**config.mk**
```make
export PLATFORM = sky130hd
export DESIGN_NAME = partner_base_page_regs
export DESIGN_NICKNAME = d
export VERILOG_FILES = /design/src/verilog/page_snapshot.v /design/src/verilog/partner_base_page_regs.v
export VERILOG_INCLUDE_DIRS = /design/src /design/src/verilog
export SDC_FILE = /design/constraint.sdc
export NUM_CORES = 1
export LEC_CHECK = 0
export BUFFER_PORTS_ARGS = -buffer_cell sky130_fd_sc_hd__buf_4
export CORE_MARGIN = 10
export CORE_UTILIZATION = 41
export DETAILED_ROUTE_END_ITERATION = 6
export GPL_ROUTABILITY_DRIVEN = 0
export PLACE_DENSITY = 0.95
export SLEW_MARGIN = 20
export SYNTH_ARGS = -nofsm -noshare
export SYNTH_HDL_FRONTEND = slang
export SYNTH_SLANG_ARGS = --single-unit
```
**constraint.sdc**
```tcl
create_clock -name clk -period 2.1 [get_ports clk]
set_input_delay 0.315 -clock clk [delete_from_list [all_inputs] [get_ports clk]]
set_output_delay 0.315 -clock clk [all_outputs]
set_load 0.005 [all_outputs]
```
**src/verilog/partner_page_regs.vh**
```
// Purpose: Offsets, field positions and masks of the partner base page registers.
// Assumes: Registers are 16 bits wide, addressed within the autonegotiation device.
// Notes:   Included by its bare name.
`ifndef PARTNER_PAGE_REGS_VH
`define PARTNER_PAGE_REGS_VH
`define AN_DEV_ADDR            5'h07
`define REG_PARTNER_LOW        16'h0205
`define REG_PARTNER_MID        16'h0206
`define REG_PARTNER_HIGH       16'h0207
`define LOW_MORE_PAGES_BIT     15
`define LOW_CODEWORD_RX_BIT    14
`define LOW_FAULT_BIT          13
`define LOW_ROLE_FORCED_BIT    12
`define LOW_FLOW_HI            11
`define LOW_FLOW_LO            10
`define LOW_PROTOCOL_HI        4
`define LOW_PROTOCOL_LO        0
`define MID_LONG_REACH_BIT     14
`define MID_GIGABIT_BIT        7
`define MID_SHORT_FD_BIT       6
`define MID_FAST_BIT           5
`define MID_MASTER_BIT         4
`define LOW_MASK               16'hFC1F
`define MID_MASK               16'h40F0
`define HIGH_MASK              16'h7800
`define RESET_VALUE            16'h0000
`endif
```
**src/verilog/page_snapshot.v**
```verilog
// Purpose: Holding copies of the middle and high partner words.
// Assumes: capture is a one-cycle pulse in the clk domain.
// Notes:   Copies are masked so reserved bits stay zero.
`timescale 1ns/1ps
`include "partner_page_regs.vh"
module page_snapshot (
   input  wire        clk,
   input  wire        rstn,
   input  wire        capture,
   input  wire [15:0] live_mid,
   input  wire [15:0] live_high,
   output reg  [15:0] held_mid,
   output reg  [15:0] held_high
);
   always @(posedge clk or negedge rstn) begin
      if (!rstn) begin
         held_mid  <= `RESET_VALUE;
         held_high <= `RESET_VALUE;
      end else if (capture) begin
         held_mid  <= live_mid & `MID_MASK;
         held_high <= live_high & `HIGH_MASK;
      end
   end
endmodule

```
**src/verilog/partner_base_page_regs.v**
```verilog
// Purpose: Read-only registers reporting the partner's advertised base page.
// Assumes: The management front end gives a one-cycle read strobe with device and
//          register address; live page bits come from the autonegotiation core.
// Notes:   Read data is registered and valid one cycle after the strobe.
`timescale 1ns/1ps
`include "partner_page_regs.vh"
// Summary of operation
// - A read of the low word copies the live middle and high words into holding registers.
// - A read of the middle word returns the copy from the last low-word read since reset, or zero if there has been none.
// - Low bit 15 reports that the partner wants to send another next page.
// - Low bit 14 reports the partner's acknowledge of our codeword.
// - Low bit 13 reports the partner's remote fault.
// - Low bit 12 reads 0 for a preferred role and 1 for a forced role.
// - Low bits 11 to 10 carry the partner's pause abilities.
// - Low bits 4 to 0 carry the partner's selector field.
// - Middle bit 14 reports long-reach 10 Mb/s ability.
// - Middle bit 7 reports gigabit single-pair ability.
// - Middle bit 6 reports short-reach 10 Mb/s full-duplex ability.
// - Middle bit 5 reports 100 Mb/s single-pair ability.
// - Middle bit 4 reports the partner's role, 1 for master.
module partner_base_page_regs (
   input  wire        clk,
   input  wire        rstn,
   input  wire        rd_strobe,
   input  wire        wr_strobe,
   input  wire [4:0]  dev_addr,
   input  wire [15:0] reg_addr,
   input  wire [15:0] wr_data,
   input  wire        partner_more_pages_request,
   input  wire        partner_codeword_received,
   input  wire        partner_fault_flag,
   input  wire        partner_role_forced,
   input  wire [1:0]  partner_flow_control,
   input  wire [4:0]  partner_protocol_field,
   input  wire        partner_long_reach_ability,
   input  wire        partner_gigabit_t1_ability,
   input  wire        partner_short_reach_full_duplex,
   input  wire        partner_fast_t1_ability,
   input  wire        partner_master_role,
   input  wire [15:0] partner_base_page_high,
   output reg  [15:0] rd_data,
   output reg         rd_valid,
   output reg         rd_hit
);
   reg  [15:0] live_low;
   reg  [15:0] live_mid;
   reg  [15:0] next_rd_data;
   wire        dev_sel;
   wire        low_read;
   wire [15:0] held_mid;
   wire [15:0] held_high;

   always @* begin
      live_low = 16'h0000;
      live_low[`LOW_MORE_PAGES_BIT]  = partner_more_pages_request;
      live_low[`LOW_CODEWORD_RX_BIT] = partner_codeword_received;
      live_low[`LOW_FAULT_BIT]       = partner_fault_flag;
      live_low[`LOW_ROLE_FORCED_BIT] = partner_role_forced;
      live_low[`LOW_FLOW_HI:`LOW_FLOW_LO] = partner_flow_control;
      live_low[`LOW_PROTOCOL_HI:`LOW_PROTOCOL_LO] = partner_protocol_field;
   end

   always @* begin
      live_mid = 16'h0000;
      live_mid[`MID_LONG_REACH_BIT] = partner_long_reach_ability;
      live_mid[`MID_GIGABIT_BIT]    = partner_gigabit_t1_ability;
      live_mid[`MID_SHORT_FD_BIT]   = partner_short_reach_full_duplex;
      live_mid[`MID_FAST_BIT]       = partner_fast_t1_ability;
      live_mid[`MID_MASTER_BIT]     = partner_master_role;
   end

   assign dev_sel  = (dev_addr == `AN_DEV_ADDR);
   assign low_read = rd_strobe & dev_sel & (reg_addr == `REG_PARTNER_LOW);

   page_snapshot u_snapshot (
      .clk       (clk),
      .rstn      (rstn),
      .capture   (low_read),
      .live_mid  (live_mid),
      .live_high (partner_base_page_high),
      .held_mid  (held_mid),
      .held_high (held_high)
   );

   // Unmapped addresses read as zero; writes never reach any storage.
   always @* begin
      next_rd_data = 16'h0000;
      case (reg_addr)
         `REG_PARTNER_LOW:  next_rd_data = live_low & `LOW_MASK;
         `REG_PARTNER_MID:  next_rd_data = held_mid;
         `REG_PARTNER_HIGH: next_rd_data = held_high;
         default:           next_rd_data = 16'h0000;
      endcase
   end

   always @(posedge clk or negedge rstn) begin
      if (!rstn) begin
         rd_data  <= `RESET_VALUE;
         rd_valid <= 1'b0;
         rd_hit   <= 1'b0;
      end else begin
         rd_valid <= rd_strobe & dev_sel;
         if (rd_strobe & dev_sel) begin
            rd_data <= next_rd_data;
            rd_hit  <= (reg_addr == `REG_PARTNER_LOW) |
                       (reg_addr == `REG_PARTNER_MID) |
                       (reg_addr == `REG_PARTNER_HIGH);
         end
      end
   end
endmodule

```
======== Word level (Yosys, flattened, before mapping) ========
Cells that the tools add are included.
W data, S select, Z words.
storage, ports and cells
  output and inout bits ................... 18
  register bits ........................... 27
operators by class
  bitwise gates (word level) .............. 4
  muxes and demuxes ....................... 1
  equality and inequality tests ........... 4
operators with widths
  cell                    count
  $eq A16 B10 Y1 const B  3
  $pmux W16 S3            1
  $eq A5 B3 Y1 const B    1
  $and A1 B1 Y1           2
  $or A1 B1 Y1            2

======== Longest topological paths before layout ========
Gate-level depths: netlist of run 1.
  depth in word-level cells ............... 3
  mapped depth ............................ 5
  mapped depth without buffers ............ 4

======== Cells and area by module ========
A second synthesis of run 1 with hierarchy kept.
unflattened totals
  cell total of the unflattened synthesis .. 150
  area total of the unflattened synthesis .. 1742.9 um^2
by module, submodules not included
  module                  cells an instance  instances  area each (um^2)
  partner_base_page_regs  107                1          1194.9
  page_snapshot           43                 1          548.0

======== Least setup slack after synthesis of run 1 ========
No wires, ideal clock.
  kind .................................... input to register
  start point ............................. input port dev_addr[4]
  end point ............................... register u_snapshot.held_high[11]
  library setup time ...................... 125 ps
  data required time ...................... 1975 ps
  stages .................................. 5
  data arrival time ....................... 1663 ps
  slack ................................... 312 ps
  buffers on the path ..................... 1
  path through ............................ and4bb_1 nand3_4 nor4_4 buf_6 mux2_4
on the way
  word-level cells in the longest chain between the ends .. 3
RTL lines
  what                         line                         text
  start: declaration           partner_base_page_regs.v:26  input wire [4:0] dev_addr,
  $eq A5 B3 Y1 (no line)       n/a
  $and A1 B1 Y1 (2 in series)  partner_base_page_regs.v:73  assign low_read = rd_strobe & dev_sel & (reg_addr == `REG_PARTNER_LOW);
  end signal: assignment       page_snapshot.v:18           held_high <= `RESET_VALUE;
  end signal: assignment       page_snapshot.v:21           held_high <= live_high & `HIGH_MASK;
  end: declaration             page_snapshot.v:13           output reg [15:0] held_high
Every way passes these cells.
A chain may end at the register's enable or synchronous reset.

======== Worst setup path after layout of run 1 ========
  start point ............................. input port reg_addr[7]
  end point ............................... register u_snapshot.held_high[14]
on the way
  word-level cells in the longest chain between the ends .. 2
RTL lines
  what                      line                         text
  start: declaration        partner_base_page_regs.v:27  input wire [15:0] reg_addr,
  $eq A16 B10 Y1 (no line)  n/a
  $and A1 B1 Y1             partner_base_page_regs.v:73
Every way passes these cells.

==> results of run 1 <==
==> power by group through the flow <==
stage	sequential (mW)	combinational, mW	clock, mW
6_report	0.482	0.0980	0.207
5_1_grt	0.482	0.108	0.241
4_1_cts	0.482	0.0993	0.215
3_5_place_dp	0.491	0.0978	0
3_3_place_gp	0.491	0.0934	0
2_1_floorplan	0.491	0.0221	0
==> worst paths after layout <==
path,start,end,slack [ns],depth (start not counted)
worst max-delay path,reg_addr[7],u_snapshot.held_high[14]$_DFFE_PN0P_,0.55,6
worst min-delay path,partner_flow_control[0],rd_data[10]$_DFFE_PN0P_,0.22,2
worst max register to register,u_snapshot.held_high[14]$_DFFE_PN0P_,rd_data[14]$_DFFE_PN0P_,1.11,3
worst min register to register,rd_data[14]$_DFFE_PN0P_,rd_data[14]$_DFFE_PN0P_,0.50,2
max in group asynchronous,rstn,rd_data[10]$_DFFE_PN0P_,1.43,2
min in group asynchronous,rstn,rd_data[14]$_DFFE_PN0P_,0.43,2
==> logic make-up (layout without fill, tap and decap cells) <==
| family | count (synthesis) | count (layout) | synth area share (%) |
|---|---|---|---|
| buffers and inverters | 8 | 68 | 3.97 |
| AND/OR/NAND/NOR | 31 | 31 | 16.2 |
| AO/OA/AOI/OAI | 17 | 17 | 10.0 |
| flip-flops | 25 | 25 | 55.2 |
| multiplexers | 13 | 13 | 14.2 |
| other | 1 | 2 | 0.331 |
==> area by class of cell <==
type	instances	area [sq um]	share of cell area, %
well taps	31	38.8	2.38
clock buffers	4	26.3	1.61
inverters	2	7.51	0.460
multi-input cells	63	467	28.6
repair buffers	62	468	28.7
flip-flops and latches	25	626	38.3
==> registers in the layout, indices dropped and copies added, names as in the netlist <==
| signal | flops |
|---|---|
| rd_data | 14 |
| rd_hit | 1 |
| rd_valid | 1 |
| u_snapshot.held_high | 4 |
| u_snapshot.held_mid | 5 |
==> what timing repair did <==
action                                 in CTS  in global routing
hold buffers                                1                  0
buffers inserted                            0                  0
endpoints found under the hold margin      25                  0
gates resized for setup                     0                  0
==> layer usage <==
metal | share of wire, % | global-route usage [%]
met1 | 38 | 13.6
met2 | 51 | 19.8
met3 | 11 | 6.53
met4 | 0.44 | 3.16
met5 | 0 | 0
==> through the flow <==
stage                     util [%]  area, sq um  hold slack [ns]
after floorplan                  -         1140           0.0194
after global placement        58.9         1600            0.224
after detailed placement      58.9         1600            0.236
after CTS                     60.2         1630            0.214
after global routing          60.2         1630            0.185
final                         60.2         1630            0.222
==> worst register-to-register path: cells and delay by family, from the launching register on <==
family,cells,cell delay (ns)
DFF,1,0.40
muxes,1,0.27
AOI/OAI and AO/OA,2,0.22
==> layout by cell type, fill, tap and decap left out <==
master and instances:
buf_4 61, dfrtp_1 25, nand2_1 18, mux2_2 9
o21ai_0 9, a22o_1 6, mux2_4 4, nor4_1 3
clkbuf_4 3, inv_1 2, nor2_1 2, nor4bb_1 2
conb_1 2, and4bb_1 1, nand3_4 1, or3_1 1
nand2b_1 1, nor4_4 1, nor2b_1 1, a2bb2oi_1 1
a22oi_1 1, clkbuf_1 1, dlygate4sd3_1 1
==> run_results.csv, run 1 <==
group,metric,value,unit
run_status,status,"completed",
clocking,h-tree-depth,1,
drt,drt_pass1_iterations,4,
synthesis,netlist_top_cells_count,"dfrtp_1 (25), nand2_1 (18), mux2_2 (9), o21ai_0 (9), a22o_1 (6)",
grt,grt_max_degree,26,
clocking,tritoncts,"built",
worst_setup_path,cp_cell_sequence,"buf_4, nor4_1, nand2_1, nor4_4, buf_4, mux2_2",
power,combPwrFrac,12.5,%
cells_and_area,antennaDiodeCount,0,
run,maxCapViolCount,0,
placement,dp_slack,0.215,ns
power,power,787,uW
grt,grt_pass1_wl,5.22,mm
worst_setup_path,arrival,1.75,ns
worst_setup_path,max_stage_delay,0.37,ns
floorplanning,ios,91,
power,pwr-share-seq,61.2,%
floorplanning,fp.dieArea,0.00527,sq mm
clocking,cts_buffer_depth,2,
sta,setup_viol,0,
cells_and_area,area_growth,44.0,%
power,ir_drop,0.284,mV
synthesis,yosys_warnings,0,
floorplanning,num_rows,19,
drt,post_drt_wl_per_cell,17.1,um
cells_and_area,drive_gt1_share,50.6,%
synthesis,synth.area.top_cells,"dfrtp_1 (55%), mux2_2 (8.9%), nand2_1 (6.0%), mux2_4 (5.3%), a22o_1 (4.6%)",
synthesis,async_flop_share,100,%
drt,drtIter0Drc,54,
grt,grt_pass1_vias,1115,
sta,slew_viol_final,0,
synthesis,ys.flop_type,"dfrtp_1",
clocking,clk_latency,0.31,ns
floorplanning,core_area,0.00271,sq mm
drt,routed_via_density,5.08,
synthesis,yosysMostFrequentCell,"dfrtp_1",
drt,ant_nets,0,
synthesis,syn_area,0.00113,sq mm
sta,finalSetupTns,0,ns
worst_setup_path,cp_num_buf_inv,2,
clocking,numCtsBuffers,3,
worst_setup_path,start_kind,"primary input",
power,p_per_area,482,mW/mm^2
cells_and_area,nNetsFinal,230,
worst_hold_path,hold_path_class,"primary input to flop",
grt,antenna_found_initial,0,
power,switchingPower,168,uW
synthesis,synth_cell_types,22,
sta,fin_crit_sh,73.9,%
sta,rsz0062_at_grt,"no",
placement,dp_hpwl,2.67,mm
worst_setup_path,cp_common_cell,"buf_4",
sta,max_freq,645,MHz
synthesis,synth-seq-area-share,55.2,%
power,p_clk_share,26.3,%
grt,grt_usage,12.2,%
synthesis,syn_inst,95,
cells_and_area,n_fill_cell,245,
floorplanning,die_h,72.6,um
worst_setup_path,crit_family,"simple AND/OR/NAND/NOR gates",
synthesis,synth.top_cell.area_share,55.2,%
worst_setup_path,cp_slowest_cell,"mux2_2",
synthesis,synth_edf_count,0,
worst_setup_path,crit_path_end_kind,"flop",
worst_setup_path,critPathKind,"primary input to flop",
drt,post-route-drc-count,0,
power,intPower,618,uW
worst_setup_path,crit_fanout,15,
sta,hold_violations,0,
floorplanning,initial_core_util,41.8,%
cells_and_area,final_cells,187,
sta,setup_slack,0.549,ns
clocking,clock_sinks,25,
drt,via_count,950,
worst_setup_path,crit_required,2.30,ns
grt,overflow,0,
power,switching_share,21.4,%
sta,fin_crit,1.55,ns
drt,routed_wl,3.20,mm
placement,placed_cells,182,
clocking,clkTransAtPathRegs,0.12,ns
synthesis,ys_ff_latch,25,
synthesis,yosys.area.top_type,"dfrtp_1",
placement,port_buffers,59,
clocking,cts_root_buf,"clkbuf_4",
synthesis,syn_area_per_cell,11.9,sq um
sta,skew,0.00669,ns
power,leakagePower,0.849,nW
floorplanning,die_w,72.6,um
Note: power is estimated with default switching activity, not from simulation.
==> inputs of run 2 (changes only) <==
--- a/config.mk
+++ b/config.mk
@@ -8,10 +8,10 @@
 export LEC_CHECK = 0
 export BUFFER_PORTS_ARGS = -buffer_cell sky130_fd_sc_hd__buf_4
 export CORE_MARGIN = 10
-export CORE_UTILIZATION = 41
+export CORE_UTILIZATION = 38
 export DETAILED_ROUTE_END_ITERATION = 6
 export GPL_ROUTABILITY_DRIVEN = 0
-export PLACE_DENSITY = 0.95
+export PLACE_DENSITY = 0.89
 export SLEW_MARGIN = 20
 export SYNTH_ARGS = -nofsm -noshare
 export SYNTH_HDL_FRONTEND = slang
==> constraint.sdc (replaced) <==
create_clock -name clk -period 1.6 [get_ports clk]
set_input_delay 0.24 -clock clk [delete_from_list [all_inputs] [get_ports clk]]
set_output_delay 0.24 -clock clk [all_outputs]
set_load 0.005 [all_outputs]
==> run 2 against run 1 <==
Sequential share of layout area fell by 0.52 points. Total power rose by 32%. Final area rose by 1.4%. Die area rose by 5.7%. Critical endpoint unchanged. Largest cell class unchanged. Largest power group unchanged.
==> run_results.csv, run 2 (synthesis gave the netlist of run 1 again) <==
group,metric,value,unit
cells_and_area,nNetsFinal,233,
worst_hold_path,hold_path_class,"primary input to flop",
cells_and_area,drive_gt1_share,51.6,%
sta,whs,0.133,ns
clocking,clkTransAtPathRegs,0.13,ns
floorplanning,core_area,0.00281,sq mm
clocking,cts_root_buf,"clkbuf_4",
cells_and_area,regArea,626,sq um
cells_and_area,mostFrequentLayoutCell,"buf_4",
grt,grt_pass1_wl,5.26,mm
clocking,clk_latency,0.31,ns
sta,fin_crit_sh,89.6,%
cells_and_area,layout_common_cells,"buf_4 (64), dfrtp_1 (25), nand2_1 (18)",
grt,antenna_found_initial,0,
cells_and_area,top_regs,"rd_data: 14 flops, u_snapshot.held_mid: 5 flops, u_snapshot.held_high: 4 flops",
cells_and_area,area_growth,46.0,%
placement,port_buffers,59,
drt,routed_via_density,5.23,
floorplanning,ios,91,
grt,grt_usage,11.9,%
clocking,cts_setup_buffers,0,
cells_and_area,largest_reg_flops,14,
cells_and_area,n_fill_cell,246,
clocking,tritoncts,"built",
worst_setup_path,crit_fanout,7,
worst_setup_path,critPathKind,"primary input to flop",
sta,max_freq,698,MHz
sta,setup_viol,0,
drt,ant_nets,0,
sta,skew,0.00131,ns
sta,fin_crit,1.43,ns
drt,routed_wl,3.16,mm
drt,post-route-drc-count,0,
clocking,numCtsBuffers,3,
grt,overflow,0,
worst_setup_path,crit_path_end_kind,"flop",
clocking,cts_buffer_depth,2,
power,power,1.04,mW
drt,drtIter0Drc,40,
floorplanning,fp.dieArea,0.00557,sq mm
clocking,cts_resized,0,
run,maxCapViolCount,0,
cells_and_area,multi_input_area,467,sq um
floorplanning,num_rows,19,
clocking,hold_buffers,1,
drt,drt_pass1_iterations,4,
drt,via_count,994,
floorplanning,die_h,74.6,um
cells_and_area,fin_area,0.00166,sq mm
grt,grt_pass1_vias,1163,
worst_setup_path,crit_required,1.81,ns
sta,hold_violations,0,
power,leakagePower,0.864,nW
worst_setup_path,arrival,1.65,ns
sta,finalSetupTns,0,ns
grt,grt_max_degree,26,
sta,slew_viol_final,0,
sta,rsz0062_at_grt,"no",
cells_and_area,antennaDiodeCount,0,
clocking,clock_sinks,25,
floorplanning,initial_core_util,40.4,%
worst_setup_path,start_kind,"primary input",
clocking,h-tree-depth,1,
cells_and_area,top_register,"rd_data",
power,p_per_area,629,mW/mm^2
placement,dp_hpwl,2.65,mm
floorplanning,die_w,74.6,um
power,ir_drop,0.331,mV
cells_and_area,final_core_util,59.0,%
placement,placed_cell_area,0.00162,sq mm
run_status,status,"completed",
drt,post_drt_wl_per_cell,16.6,um
-- run 2: cell count changes in the layout (fill, tap and decap cells not counted) --
cell	previous run	this run
buf_4	61	64
-- run 2: path summary, 6_finish.rpt --
| path | from | slack (ns) | cells past startpoint | end |
|---|---|---|---|---|
| worst max-delay path | reg_addr[10] | 0.17 | 6 | u_snapshot.held_high[14]$_DFFE_PN0P_ |
| worst min-delay path | partner_protocol_field[0] | 0.13 | 2 | rd_data[0]$_DFFE_PN0P_ |
| worst max register to register | u_snapshot.held_high[14]$_DFFE_PN0P_ | 0.61 | 3 | rd_data[14]$_DFFE_PN0P_ |
| worst min register to register | rd_data[4]$_DFFE_PN0P_ | 0.51 | 2 | rd_data[4]$_DFFE_PN0P_ |
| max in group asynchronous | rstn | 1.02 | 2 | rd_data[11]$_DFFE_PN0P_ |
| min in group asynchronous | rstn | 0.34 | 2 | rd_data[2]$_DFFE_PN0P_ |
-- run 2: metal layers --
metal,vias up,part of all wire [%],track usage [%]
li1,457,-,-
met1,481,40,13.2
met2,52,47,19.9
met3,4,12,5.78
met4,0,0.92,3.15
met5,-,0,0
-- run 2: cell type report --
cell class | instances | share of cell area [%]
Timing Repair Buffer | 65 | 29.6
Multi-Input combinational cell | 63 | 28.2
Tap cell | 31 | 2.34
Clock buffer | 4 | 1.59
Sequential cell | 25 | 37.8
Inverter | 2 | 0.454
-- run 2: stage by stage --
stage	std cells	worst slack (ns)
2_1_floorplan	96	-0.0478
3_3_place_gp	185	-0.118
3_5_place_dp	185	-0.181
4_1_cts	190	0.160
5_1_grt	190	0.113
6_report	190	0.167
-- run 2: critical path, stage by stage --
cell	delay [ns]
buf_4	0.11
nor4bb_1	0.29
nand2_1	0.14
nor4_4	0.30
buf_4	0.22
mux2_2	0.34
-- run 2: report_power, final --
part           switching, mW  internal, mW
Sequential         0.0000557         0.632
Combinational         0.0465        0.0824
Clock                  0.183        0.0973
Total                  0.230         0.812
==> inputs of run 3 (changes only) <==
--- a/config.mk
+++ b/config.mk
@@ -11,6 +11,7 @@
 export CORE_UTILIZATION = 38
 export DETAILED_ROUTE_END_ITERATION = 6
 export GPL_ROUTABILITY_DRIVEN = 0
+export HOLD_SLACK_MARGIN = 0.15
 export PLACE_DENSITY = 0.89
 export SLEW_MARGIN = 20
 export SYNTH_ARGS = -nofsm -noshare
==> run 3 against run 2 <==
Clock skew hardly changed. Count of clock-buffer cells in the layout unchanged. Wire length rose by 7.2%. Largest cell class is now buffers.
==> run_results.csv, run 3 (synthesis gave the netlist of run 1 again) <==
group,metric,value,unit
clocking,clkTransAtPathRegs,0.13,ns
worst_setup_path,r2r-end,"rd_data[14]$_DFFE_PN0P_",
drt,post-route-drc-count,0,
worst_setup_path,reg2reg_from,"u_snapshot.held_high[14]$_DFFE_PN0P_",
cells_and_area,mostFrequentLayoutCell,"buf_4",
floorplanning,initial_core_util,40.4,%
drt,drtIter0Drc,39,
drt,drt_pass1_iterations,4,
drt,routed_wl,3.39,mm
grt,antenna_found_initial,0,
power,p_per_area,596,mW/mm^2
worst_hold_path,hold_path_class,"primary input to flop",
drt,ant_nets,0,
worst_setup_path,crit_path_end_kind,"flop",
sta,setup_viol,0,
worst_setup_path,cp-endpoint,"u_snapshot.held_high[14]$_DFFE_PN0P_",
floorplanning,fp.dieArea,0.00557,sq mm
placement,port_buffers,59,
floorplanning,die_h,74.6,um
clocking,numCtsBuffers,3,
cells_and_area,final_cells,204,
sta,fin_crit_sh,87.6,%
power,ir_drop,0.331,mV
cells_and_area,antennaDiodeCount,0,
cells_and_area,largest_reg_flops,14,
clocking,clock_sinks,25,
grt,grt_pass1_wl,5.58,mm
sta,max_freq,714,MHz
floorplanning,die_w,74.6,um
cells_and_area,fin_area,0.00180,sq mm
clocking,cts_resized,0,
grt,grt_max_degree,26,
worst_setup_path,worstRegToRegCells,3,
sta,rsz0062_at_grt,"no",
drt,via_count,1051,
cells_and_area,nNetsFinal,247,
grt,grt_usage,12.6,%
drt,post_drt_wl_per_cell,16.6,um
worst_hold_path,min_path_cells,2,
clocking,cts_setup_buffers,0,
worst_setup_path,crit_fanout,7,
cells_and_area,drive_gt1_share,47.4,%
worst_setup_path,setup.worst_path.start,"reg_addr[12]",
floorplanning,num_rows,19,
cells_and_area,top_regs,"rd_data: 14 flops, u_snapshot.held_mid: 5 flops, u_snapshot.held_high: 4 flops",
cells_and_area,top_register,"rd_data",
sta,slew_viol_final,0,
clocking,h-tree-depth,1,
cells_and_area,area_growth,58.4,%
run_status,status,"completed",
placement,dp_hpwl,2.65,mm
worst_setup_path,critPathKind,"primary input to flop",
worst_setup_path,arrival,1.61,ns
clocking,clk_latency,0.31,ns
clocking,tritoncts,"built",
worst_setup_path,start_kind,"primary input",
clocking,cts_root_buf,"clkbuf_4",
placement,placed_cells,185,
power,leakagePower,0.922,nW
sta,hold_violations,0,
sta,fin_crit,1.40,ns
cells_and_area,layout_common_cells,"buf_4 (64), dfrtp_1 (25), nand2_1 (18)",
grt,overflow,0,
sta,whs,0.163,ns
placement,placed_cell_area,0.00162,sq mm
run,maxCapViolCount,0,
grt,grt_pass1_vias,1213,
floorplanning,ios,91,
sta,skew,0.000952,ns
worst_setup_path,reg2reg_slack,0.61,ns
worst_setup_path,crit_required,1.81,ns
clocking,cts_buffer_depth,2,
floorplanning,core_area,0.00281,sq mm
drt,routed_via_density,5.15,
## run 3: report_power, final
part | leakage [nW] | switching (mW) | internal (mW)
sequential | 0.349 | 0.0000558 | 0.632
combinational | 0.558 | 0.0529 | 0.105
clock | 0.0150 | 0.183 | 0.0973
total | 0.922 | 0.236 | 0.834
## run 3: how the worst min path moves through the flow
stage	startpoint	endpoint	slack [ns]
4_1_cts	partner_protocol_field[2]	rd_data[2]$_DFFE_PN0P_	0.15
2_1_floorplan	rstn	rd_data[0]$_DFFE_PN0P_	-0.06
3_3_place_gp	rstn	rd_data[2]$_DFFE_PN0P_	0.15
6_report	partner_protocol_field[3]	rd_data[3]$_DFFE_PN0P_	0.16
5_1_grt	partner_protocol_field[3]	rd_data[3]$_DFFE_PN0P_	0.15
3_5_place_dp	rstn	rd_data[2]$_DFFE_PN0P_	0.16
## run 3: critical path: stages
cell	delay, ns
buf_4	0.11
nor4_1	0.26
nand2_1	0.13
nor4_4	0.30
buf_4	0.22
mux2_2	0.34
## run 3: per-layer routing
metal	GRT usage, %	routed length [um]	share of wire, %
met1	13.8	1400	41
met2	21.3	1610	47
met3	5.78	341	10
met4	3.57	41	1.2
met5	0	0	0
## run 3: repair_timing
item | 4_1_cts | 5_1_grt
hold buffers | 8 | 7
endpoints found under the setup margin | 0 | 0
endpoints found under the hold margin | 32 | 7
## run 3: through the flow
stage	util, %	TNS, ns	power, mW	worst slack (ns)
finish	64.0	0	1.07	0.199
global route	64.0	0	1.12	0.113
CTS	61.5	0	1.06	0.160
detailed placement	57.7	-1.73	0.772	-0.181
global placement	57.7	-0.702	0.767	-0.118
floorplan	-	-0.191	0.673	-0.0478
## run 3: final cells by class
type | count | area (sq um)
fillers | 220 | 1010
well taps | 31 | 38.8
multi-input cells | 63 | 467
repair buffers | 79 | 631
inverters | 2 | 7.51
flip-flops and latches | 25 | 626
clock buffers | 4 | 26.3
